`src/core/evt_ic_defs.vh`:
```
// Shared constants for the event channel interconnect
`ifndef EVT_IC_DEFS_VH
`define EVT_IC_DEFS_VH

// ----------------------------------------------------------------
// Sizes
// ----------------------------------------------------------------
`define NUM_CH       16
`define NUM_GRP      6
`define NUM_GSUB     12
`define NUM_EVT      8
`define NUM_TSK      8
`define IDX_W        8
`define CH_SEL_W     4
`define CFG_W        9
`define ADDR_W       12

// ----------------------------------------------------------------
// Field positions of a publish or subscribe setting and of a group task word
// ----------------------------------------------------------------
`define CFG_EN_BIT   31
`define CFG_EN_LOC   8
`define TASK_GO_BIT  0

// ----------------------------------------------------------------
// Register offsets and window sizes
// ----------------------------------------------------------------
`define OFS_GRP_TASK 12'h000
`define SPAN_GRP     12'h030
`define OFS_GRP_SUB  12'h080
`define OFS_CHANNEL_ENABLE_REG     12'h500
`define OFS_CHANNEL_ENABLE_REG_SET 12'h504
`define OFS_CHANNEL_ENABLE_REG_CLR 12'h508
`define OFS_CHG      12'h800
`define SPAN_CHG     12'h018
`define OFS_PUB      12'h900
`define SPAN_PUB     12'h020
`define OFS_TSUB     12'ha00
`define SPAN_TSUB    12'h020

// ----------------------------------------------------------------
// Reset values
// ----------------------------------------------------------------
`define RST_CHANNEL_ENABLE_REG     16'h0000
`define RST_CHG      16'h0000
`define RST_CFG      9'h000
`define RST_RDATA    32'h0000_0000

`endif

```
`src/core/evt_publish.v`:
```
// Merges published event pulses onto channel lines
`timescale 1ns/1ps
`include "evt_ic_defs.vh"

module evt_publish (
	input  wire [`NUM_EVT-1:0]        evt_in,
	input  wire [`NUM_EVT*`CFG_W-1:0] pub_cfg,
	output wire [`NUM_CH-1:0]         chan_raw
);

	genvar gc;

	// ------------------------------------------------------------
	// One OR tree per channel
	// ------------------------------------------------------------
	generate
		for (gc = 0; gc < `NUM_CH; gc = gc + 1) begin : g_ch
			localparam integer CH = gc;
			reg merged;
			integer e;
			// Any enabled event aimed here drives the channel
			always @* begin
				merged = 1'h0;
				for (e = 0; e < `NUM_EVT; e = e + 1) begin
					if (pub_cfg[e*`CFG_W+`CFG_EN_LOC] &&
					    pub_cfg[e*`CFG_W +: `IDX_W] == CH)
						merged = merged | evt_in[e];
				end
			end
			assign chan_raw[gc] = merged;
		end
	endgenerate

endmodule

```
`src/core/task_subscribe.v`:
```
// Picks each task's trigger from the channel its setting selects
`timescale 1ns/1ps
`include "evt_ic_defs.vh"

module task_subscribe #(
	parameter NT = 8
) (
	input  wire [`NUM_CH-1:0]    chan,
	input  wire [NT*`CFG_W-1:0]  sub_cfg,
	output wire [NT-1:0]         hit
);

	genvar gt;

	// ------------------------------------------------------------
	// One selector per task
	// ------------------------------------------------------------
	generate
		for (gt = 0; gt < NT; gt = gt + 1) begin : g_tsk
			wire [`IDX_W-1:0] idx;
			wire              en;
			assign idx = sub_cfg[gt*`CFG_W +: `IDX_W];
			assign en  = sub_cfg[gt*`CFG_W+`CFG_EN_LOC];
			// Indices beyond the last channel select nothing
			assign hit[gt] = en && (idx < `NUM_CH) &&
			                 chan[idx[`CH_SEL_W-1:0]];
		end
	endgenerate

endmodule

```
`src/core/evt_interconnect.v`:
```
// Event channel interconnect: channel config unit and local routing
//
// The address map and strobed register access were chosen for this implementation.
`timescale 1ns/1ps
`include "evt_ic_defs.vh"

// Overview of operation
// - Each event and task has own setting
// - Setting holds channel index field
// - Connection acts only while enable set
// - Channel pulse triggers all subscribed tasks
// - Published event fires subscribed task on enabled channel
// - Simultaneous events merge into one pulse
// - Global enable central, connection local
// - Channel enable, set, clear registers
// - Group tasks enable or disable members
// - Enable wins over disable same cycle
// - Group tasks have own subscribe settings
// - Group write dropped while subscribed
// - Self-disabling group gives one-shot routing
// - Index low eight bits, enable top bit
// - Set and clear read channel enables
module evt_interconnect (
	input  wire                sys_clk,
	input  wire                rst,
	input  wire [`ADDR_W-1:0]  addr,
	input  wire [31:0]         wdata,
	input  wire                wr,
	input  wire                rd,
	output wire [31:0]         rdata,
	input  wire [`NUM_EVT-1:0] evt_in,
	output wire [`NUM_TSK-1:0] task_out,
	output wire [`NUM_CH-1:0]  chan_pulse
);

	// ------------------------------------------------------------
	// State
	// ------------------------------------------------------------
	reg  [`NUM_CH-1:0]  channel_enable_reg_q;
	reg  [`NUM_CH-1:0]  channel_enable_reg_d;
	reg  [`NUM_CH-1:0]  channel_group_members_q [0:`NUM_GRP-1];
	reg  [`CFG_W-1:0]   pub_q  [0:`NUM_EVT-1];
	reg  [`CFG_W-1:0]   tsub_q [0:`NUM_TSK-1];
	reg  [`CFG_W-1:0]   gsub_q [0:`NUM_GSUB-1];
	reg  [31:0]         rdata_q;
	reg  [31:0]         rdata_d;
	reg  [`NUM_TSK-1:0] task_q;
	reg  [`NUM_CH-1:0]  chan_pulse_q;

	wire [`NUM_EVT*`CFG_W-1:0]  pub_flat;
	wire [`NUM_TSK*`CFG_W-1:0]  tsub_flat;
	wire [`NUM_GSUB*`CFG_W-1:0] gsub_flat;
	wire [`NUM_CH-1:0]          chan_raw;
	wire [`NUM_CH-1:0]          chan_live;
	wire [`NUM_TSK-1:0]         tsub_hit;
	wire [`NUM_GSUB-1:0]        gsub_hit;

	// ------------------------------------------------------------
	// Address decode
	// ------------------------------------------------------------
	wire [`ADDR_W-1:0] off_gt;
	wire [`ADDR_W-1:0] off_gs;
	wire [`ADDR_W-1:0] off_chg;
	wire [`ADDR_W-1:0] off_pub;
	wire [`ADDR_W-1:0] off_ts;
	wire               aligned;
	wire               hit_gt;
	wire               hit_gs;
	wire               hit_chg;
	wire               hit_pub;
	wire               hit_ts;
	wire               hit_channel_enable_reg;
	wire               hit_set;
	wire               hit_clr;
	wire [2:0]         grp_n;
	wire [3:0]         gs_n;
	wire [2:0]         chg_n;
	wire [2:0]         pub_n;
	wire [2:0]         ts_n;

	// Offsets within each register window
	assign off_gt  = addr - `OFS_GRP_TASK;
	assign off_gs  = addr - `OFS_GRP_SUB;
	assign off_chg = addr - `OFS_CHG;
	assign off_pub = addr - `OFS_PUB;
	assign off_ts  = addr - `OFS_TSUB;
	assign aligned = (addr[1:0] == 2'h0);

	// Window hits; words outside every window read zero
	assign hit_gt   = aligned && addr >= `OFS_GRP_TASK &&
	                  off_gt < `SPAN_GRP;
	assign hit_gs   = aligned && addr >= `OFS_GRP_SUB &&
	                  off_gs < `SPAN_GRP;
	assign hit_chg  = aligned && addr >= `OFS_CHG &&
	                  off_chg < `SPAN_CHG;
	assign hit_pub  = aligned && addr >= `OFS_PUB &&
	                  off_pub < `SPAN_PUB;
	assign hit_ts   = aligned && addr >= `OFS_TSUB &&
	                  off_ts < `SPAN_TSUB;
	assign hit_channel_enable_reg = (addr == `OFS_CHANNEL_ENABLE_REG);
	assign hit_set  = (addr == `OFS_CHANNEL_ENABLE_REG_SET);
	assign hit_clr  = (addr == `OFS_CHANNEL_ENABLE_REG_CLR);

	// Entry indices; group tasks take two words per group, group members one
	assign grp_n = off_gt[5:3];
	assign gs_n  = off_gs[5:2];
	assign chg_n = off_chg[4:2];
	assign pub_n = off_pub[4:2];
	assign ts_n  = off_ts[4:2];

	// ------------------------------------------------------------
	// Publish and subscribe settings
	// ------------------------------------------------------------
	genvar gi;

	generate
		// One publish setting per event
		for (gi = 0; gi < `NUM_EVT; gi = gi + 1) begin : g_pub
			always @(posedge sys_clk) begin
				if (rst)
					pub_q[gi] <= `RST_CFG;
				else if (wr && hit_pub && pub_n == gi)
					pub_q[gi] <= {wdata[`CFG_EN_BIT],
					              wdata[`IDX_W-1:0]};
			end
			assign pub_flat[gi*`CFG_W +: `CFG_W] = pub_q[gi];
		end

		// One subscribe setting per task
		for (gi = 0; gi < `NUM_TSK; gi = gi + 1) begin : g_tsub
			always @(posedge sys_clk) begin
				if (rst)
					tsub_q[gi] <= `RST_CFG;
				else if (wr && hit_ts && ts_n == gi)
					tsub_q[gi] <= {wdata[`CFG_EN_BIT],
					               wdata[`IDX_W-1:0]};
			end
			assign tsub_flat[gi*`CFG_W +: `CFG_W] = tsub_q[gi];
		end

		// Even entries subscribe group enable, odd group disable
		for (gi = 0; gi < `NUM_GSUB; gi = gi + 1) begin : g_gsub
			always @(posedge sys_clk) begin
				if (rst)
					gsub_q[gi] <= `RST_CFG;
				else if (wr && hit_gs && gs_n == gi)
					gsub_q[gi] <= {wdata[`CFG_EN_BIT],
					               wdata[`IDX_W-1:0]};
			end
			assign gsub_flat[gi*`CFG_W +: `CFG_W] = gsub_q[gi];
		end

		// Group members; frozen while either group task listens
		for (gi = 0; gi < `NUM_GRP; gi = gi + 1) begin : g_chg
			wire locked;
			assign locked = gsub_q[2*gi][`CFG_EN_LOC] ||
			                gsub_q[2*gi+1][`CFG_EN_LOC];
			always @(posedge sys_clk) begin
				if (rst)
					channel_group_members_q[gi] <= `RST_CHG;
				else if (wr && hit_chg && chg_n == gi && !locked)
					channel_group_members_q[gi] <= wdata[`NUM_CH-1:0];
			end
		end
	endgenerate

	// ------------------------------------------------------------
	// Channel routing
	// ------------------------------------------------------------
	evt_publish u_pub (
		.evt_in   (evt_in),
		.pub_cfg  (pub_flat),
		.chan_raw (chan_raw)
	);

	// Globally disabled channels carry nothing
	assign chan_live = chan_raw & channel_enable_reg_q;

	task_subscribe #(
		.NT (`NUM_TSK)
	) u_tsub (
		.chan    (chan_live),
		.sub_cfg (tsub_flat),
		.hit     (tsub_hit)
	);

	// Group tasks listen to channels like any task
	task_subscribe #(
		.NT (`NUM_GSUB)
	) u_gsub (
		.chan    (chan_live),
		.sub_cfg (gsub_flat),
		.hit     (gsub_hit)
	);

	// ------------------------------------------------------------
	// Group task triggers and channel enable update
	// ------------------------------------------------------------
	reg [`NUM_GRP-1:0] grp_en_trig;
	reg [`NUM_GRP-1:0] grp_dis_trig;
	reg [`NUM_CH-1:0]  en_mask;
	reg [`NUM_CH-1:0]  dis_mask;
	reg [`NUM_CH-1:0]  channel_enable_reg_base;
	integer g;
	integer h;

	// Software task write or subscribed channel pulse
	always @* begin
		grp_en_trig = {`NUM_GRP{1'h0}};
		grp_dis_trig = {`NUM_GRP{1'h0}};
		for (g = 0; g < `NUM_GRP; g = g + 1) begin
			grp_en_trig[g] = gsub_hit[2*g] ||
			                 (wr && hit_gt && grp_n == g &&
			                  !off_gt[2] && wdata[`TASK_GO_BIT]);
			grp_dis_trig[g] = gsub_hit[2*g+1] ||
			                  (wr && hit_gt && grp_n == g &&
			                   off_gt[2] && wdata[`TASK_GO_BIT]);
		end
	end

	// Gather member channels hit by enable and disable tasks
	always @* begin
		en_mask = {`NUM_CH{1'h0}};
		dis_mask = {`NUM_CH{1'h0}};
		for (h = 0; h < `NUM_GRP; h = h + 1) begin
			en_mask = en_mask | ({`NUM_CH{grp_en_trig[h]}} &
			          channel_group_members_q[h]);
			dis_mask = dis_mask | ({`NUM_CH{grp_dis_trig[h]}} &
			           channel_group_members_q[h]);
		end
		if (wr && hit_set)
			en_mask = en_mask | wdata[`NUM_CH-1:0];
		if (wr && hit_clr)
			dis_mask = dis_mask | wdata[`NUM_CH-1:0];
	end

	// Direct write first, then disables, enables applied last
	always @* begin
		channel_enable_reg_base = channel_enable_reg_q;
		if (wr && hit_channel_enable_reg)
			channel_enable_reg_base = wdata[`NUM_CH-1:0];
		channel_enable_reg_d = (channel_enable_reg_base & ~dis_mask) |
		                       en_mask;
	end

	// Global channel enables
	always @(posedge sys_clk) begin
		if (rst)
			channel_enable_reg_q <= `RST_CHANNEL_ENABLE_REG;
		else
			channel_enable_reg_q <= channel_enable_reg_d;
	end

	// ------------------------------------------------------------
	// Task and channel outputs
	// ------------------------------------------------------------
	always @(posedge sys_clk) begin
		if (rst) begin
			task_q       <= {`NUM_TSK{1'h0}};
			chan_pulse_q <= {`NUM_CH{1'h0}};
		end else begin
			task_q       <= tsub_hit;
			chan_pulse_q <= chan_live;
		end
	end

	assign task_out   = task_q;
	assign chan_pulse = chan_pulse_q;

	// ------------------------------------------------------------
	// Read path
	// ------------------------------------------------------------
	always @* begin
		rdata_d = `RST_RDATA;
		if (hit_channel_enable_reg || hit_set || hit_clr)
			rdata_d[`NUM_CH-1:0] = channel_enable_reg_q;
		else if (hit_chg && chg_n < `NUM_GRP)
			rdata_d[`NUM_CH-1:0] = channel_group_members_q[chg_n];
		else if (hit_gs) begin
			rdata_d[`CFG_EN_BIT] = gsub_q[gs_n][`CFG_EN_LOC];
			rdata_d[`IDX_W-1:0]  = gsub_q[gs_n][`IDX_W-1:0];
		end else if (hit_pub) begin
			rdata_d[`CFG_EN_BIT] = pub_q[pub_n][`CFG_EN_LOC];
			rdata_d[`IDX_W-1:0]  = pub_q[pub_n][`IDX_W-1:0];
		end else if (hit_ts) begin
			rdata_d[`CFG_EN_BIT] = tsub_q[ts_n][`CFG_EN_LOC];
			rdata_d[`IDX_W-1:0]  = tsub_q[ts_n][`IDX_W-1:0];
		end
	end

	// Read data stands only in the cycle after the strobe
	always @(posedge sys_clk) begin
		if (rst)
			rdata_q <= `RST_RDATA;
		else if (rd)
			rdata_q <= rdata_d;
		else
			rdata_q <= `RST_RDATA;
	end

	assign rdata = rdata_q;

endmodule

```
`config.mk`:
```
export PLATFORM = sky130hd
export DESIGN_NAME = evt_interconnect
export DESIGN_NICKNAME = d
export VERILOG_FILES = /design/src/core/evt_publish.v /design/src/core/task_subscribe.v /design/src/core/evt_interconnect.v
export VERILOG_INCLUDE_DIRS = /design/src /design/src/core
export SDC_FILE = /design/constraint.sdc
export NUM_CORES = 1
export LEC_CHECK = 0
export BUFFER_PORTS_ARGS = -buffer_cell sky130_fd_sc_hd__buf_2
export CORE_ASPECT_RATIO = 2
export CORE_UTILIZATION = 57
export CTS_CLUSTER_SIZE = 20
export DETAILED_ROUTE_END_ITERATION = 6
export PLACE_DENSITY = 0.78
export SYNTH_ARGS = -nofsm -noshare
export SYNTH_HDL_FRONTEND = slang
export SYNTH_SLANG_ARGS = --single-unit
```
`constraint.sdc`:
```
create_clock -name sys_clk -period 4 [get_ports sys_clk]
set_clock_uncertainty 0.05 [all_clocks]
set_input_delay 0.2 -clock sys_clk [delete_from_list [all_inputs] [get_ports sys_clk]]
set_output_delay 0.2 -clock sys_clk [all_outputs]
set_load 0.005 [all_outputs]
```
==> metrics.cfg <==
[pwr]
power_switching_mw=2.41
p_comb_share_pct=9.2
powerDensity_nw_per_um2=343
p_sw_share_pct=25.1
irDropWorstVdd_v=0.000395
leakage_nw=9.83
p_int_mw=7.20
p_clk_share_pct=39.3
sequentialPowerShare_pct=51.5
p_total_mw=9.61

[global_route]
antenna_found_initial=2
use_met3_pct=9.46
overflow=0
grt_pass1_vias=21016
grt_use_total_pct=43.6
grt_pass1_wl_mm=135
grt_most_used_layer=met2
grt_max_degree=67
use_met1_pct=44.7
globalRouteMet2Util_pct=73.6

[run]
maxCapViolations=0

[clock_tree]
clock-sinks=405
clk_pin_slew_worst_paths_ns=0.07
clk_latency_ns=0.56
htree_levels=2
cts-buffers-inserted=38
root_buffer=clkbuf_16
clock_path_buffers=3
cts_tree=yes

[synth]
synthFlopType=edfxtp_1
syn_area_sq_um=24200
avgSynthCellArea_sq_um=11.4
yosysTopAreaCell=edfxtp_1
synth-edff-count=348
synth.top_cell.area_share_pct=43.2
yosys_warnings=0
netlist_instances=2131
async_flop_share_pct=0
synth-seq-cells=405
synth-seq-area-share_pct=47.9
synth_area_leaders=edfxtp_1 43%, mux4_2 11%, and2_1 8.4%
synth_cell_types=88

[setup_path]
crit_chain=and4b_1 > and4_1 > or4_4 > o31a_1 > buf_12 > a211o_1 > o311ai_1 > buf_4 > o221ai_4 > buf_12 > a222oi_1 > nand4_1 > a31oi_1
crit_required_ns=4.43
endpoint_kind=flip-flop
critical_path_arrival_ns=4.40
crit_type=reg2reg
crit_fanout=16
start_kind=flip-flop
worst_path_most_repeated_cell=buf_12
cp_slowest_cell=or4_4
cp_slowest_stage_delay_ns=0.59

[run_status]
status=complete, but fails checks
violations=DRC

[timing]
setup_ws_ns=0.0290
maxSlewViolCount=0
hold_violations=0
post-route-period-util_pct=99.3
setup_viol=0
worst_pin_slew_ns=1.11
relSlewSlack_pct=26.0
fin_crit_ns=3.97
max_freq_ghz=0.252

[die]
coreArea_sq_um=41900
dieWidth_um=148
dieArea_sq_um=43400
die_h_um=293
initial_core_util_pct=57.8
boundaryPins=112
num_rows=106

[placement]
dp.final_hpwl_mm=65.4
place_congestion=1.05
dp_slack_ns=-0.0583
portBuffers=81

[final_layout]
syn_to_final_growth_pct=15.7
drive_gt1_share_pct=24.0
fillers=3213
fin_util_pct=66.8
num-nets-final=2352
antenna_cells=0

[worst_hold_path]
holdCritPathClass=in2reg

[route]
drt-initial-drc-count=2791
totalWireLength_mm=93.0
drc=23
drtPass1Iterations=7
ant_nets=0
drt-wirelength-per-cell_um=32.5
viasPerCell=7.29
via_count=20881

## cell usage in the layout (no fill, tap or decap), drive strengths merged, types with 52 or more instances in the layout
| cell type | n |
|---|---|
| nand2 | 129 |
| buf | 276 |
| mux2i | 58 |
| o22ai | 56 |
| clkbuf | 52 |
| a21oi | 62 |
| o21ai | 72 |
| and2 | 324 |
| nor2 | 137 |
| edfxtp | 348 |
| mux4 | 122 |
| dfxtp | 57 |
## sequential cells by signal, indices dropped and copies added, names as in the netlist
| name | flops |
|---|---|
| pub_q | 72 |
| chan_pulse | 16 |
| tsub_q | 72 |
| channel_group_members_q | 96 |
| channel_enable_reg_q | 16 |
| gsub_q | 108 |
| rdata | 17 |
| task_out | 8 |
## cell usage after synthesis, types with 12 or more instances
| cell type | instances |
|---|---|
| a22oi_1 | 44 |
| mux2_2 | 19 |
| o21ai_0 | 64 |
| nor4_1 | 38 |
| o22ai_1 | 55 |
| mux2i_1 | 58 |
| and2_1 | 324 |
| nand2b_1 | 21 |
| or3_1 | 18 |
| o211ai_1 | 12 |
| nor2b_1 | 18 |
| edfxtp_1 | 348 |
| nor3_1 | 50 |
| nand3_1 | 42 |
| clkbuf_1 | 118 |
| inv_1 | 24 |
| nor2_1 | 136 |
| a31oi_1 | 24 |
| mux4_2 | 122 |
| a221oi_1 | 31 |
| nand4_1 | 18 |
| dfxtp_1 | 57 |
| a21oi_1 | 61 |
| a222oi_1 | 29 |
| o41ai_1 | 14 |
| buf_1 | 26 |
| a211oi_1 | 23 |
| nand2_1 | 129 |
| buf_4 | 18 |
## worst paths after layout
kind	from	endpoint	slack, ns	cells after the start
hold / removal	wdata[11]	channel_group_members_q[5][11]	0.01	2
hold reg to reg	tsub_q[5][8]	task_out[5]	0.51	1
setup reg to reg	pub_q[5][1]	channel_enable_reg_q[10]	0.03	13
setup / recovery	pub_q[5][1]	channel_enable_reg_q[10]	0.03	13
## power groups by stage
stage | combinational (mW) | sequential (mW) | clock [mW]
2_1_floorplan | 0.518 | 4.93 | 0
3_3_place_gp | 0.810 | 5.01 | 0
3_5_place_dp | 0.830 | 5.03 | 0
4_1_cts | 0.843 | 4.94 | 3.79
5_1_grt | 0.909 | 4.96 | 3.93
6_report | 0.882 | 4.95 | 3.78
## metrics by stage
step | cell area (sq um) | setup TNS (ns) | hold slack, ns | std cells
floorplan | 24300 | 0 | 0.348 | 2145
finish | 28000 | 0 | 0.0143 | 2863
global route | 28000 | -0.0372 | 0.0280 | 2863
detailed placement | 26400 | -0.320 | 0.496 | 2776
global placement | 26400 | -0.512 | 0.463 | 2776
CTS | 27700 | 0 | 0.00579 | 2854
## worst max-delay path: cells and delay by family, from the launching register on
| kind | cells | cell delay, ns |
|---|---|---|
| compound gates | 6 | 1.49 |
| buf+inv | 3 | 0.58 |
| flops | 1 | 0.47 |
| simple gates | 4 | 1.28 |
## area by class of cell
| type | count | area [sq um] | area share (%) |
|---|---|---|---|
| clock inverter | 18 | 200 | 0.715 |
| clock buffer | 52 | 1090 | 3.88 |
| inverter | 25 | 93.8 | 0.335 |
| timing repair buffer | 283 | 2150 | 7.68 |
| tap | 540 | 676 | 2.41 |
| sequential | 405 | 11600 | 41.4 |
| multi-input combinational | 1540 | 12200 | 43.6 |
## what timing repair did
action                                  CTS  global route
hold buffers                              7             0
pin swaps                                 0             6
hold endpoints to repair                 36             0
gates resized for setup                   2            30
endpoints found under the setup margin   16            16
buffers inserted                          1             9
## per-layer routing
layer	wire [um]	part of all wire (%)	up-vias
met3	9670	10	618
met1	27400	29	9936
met4	10200	11	2
li1	-	-	8624
met2	45700	49	1701
met5	20	0.022	-
## kinds of logic after synthesis
kind of cell | synth area share [%]
buf+inv | 3.58
mux | 14.7
fa+ha+maj | 0.155
compound gates | 13.3
flops | 47.9
xor+xnor | 0.0362
other cells | 0.0155
simple gates | 20.4
Power figures use the tool's default switching activity.
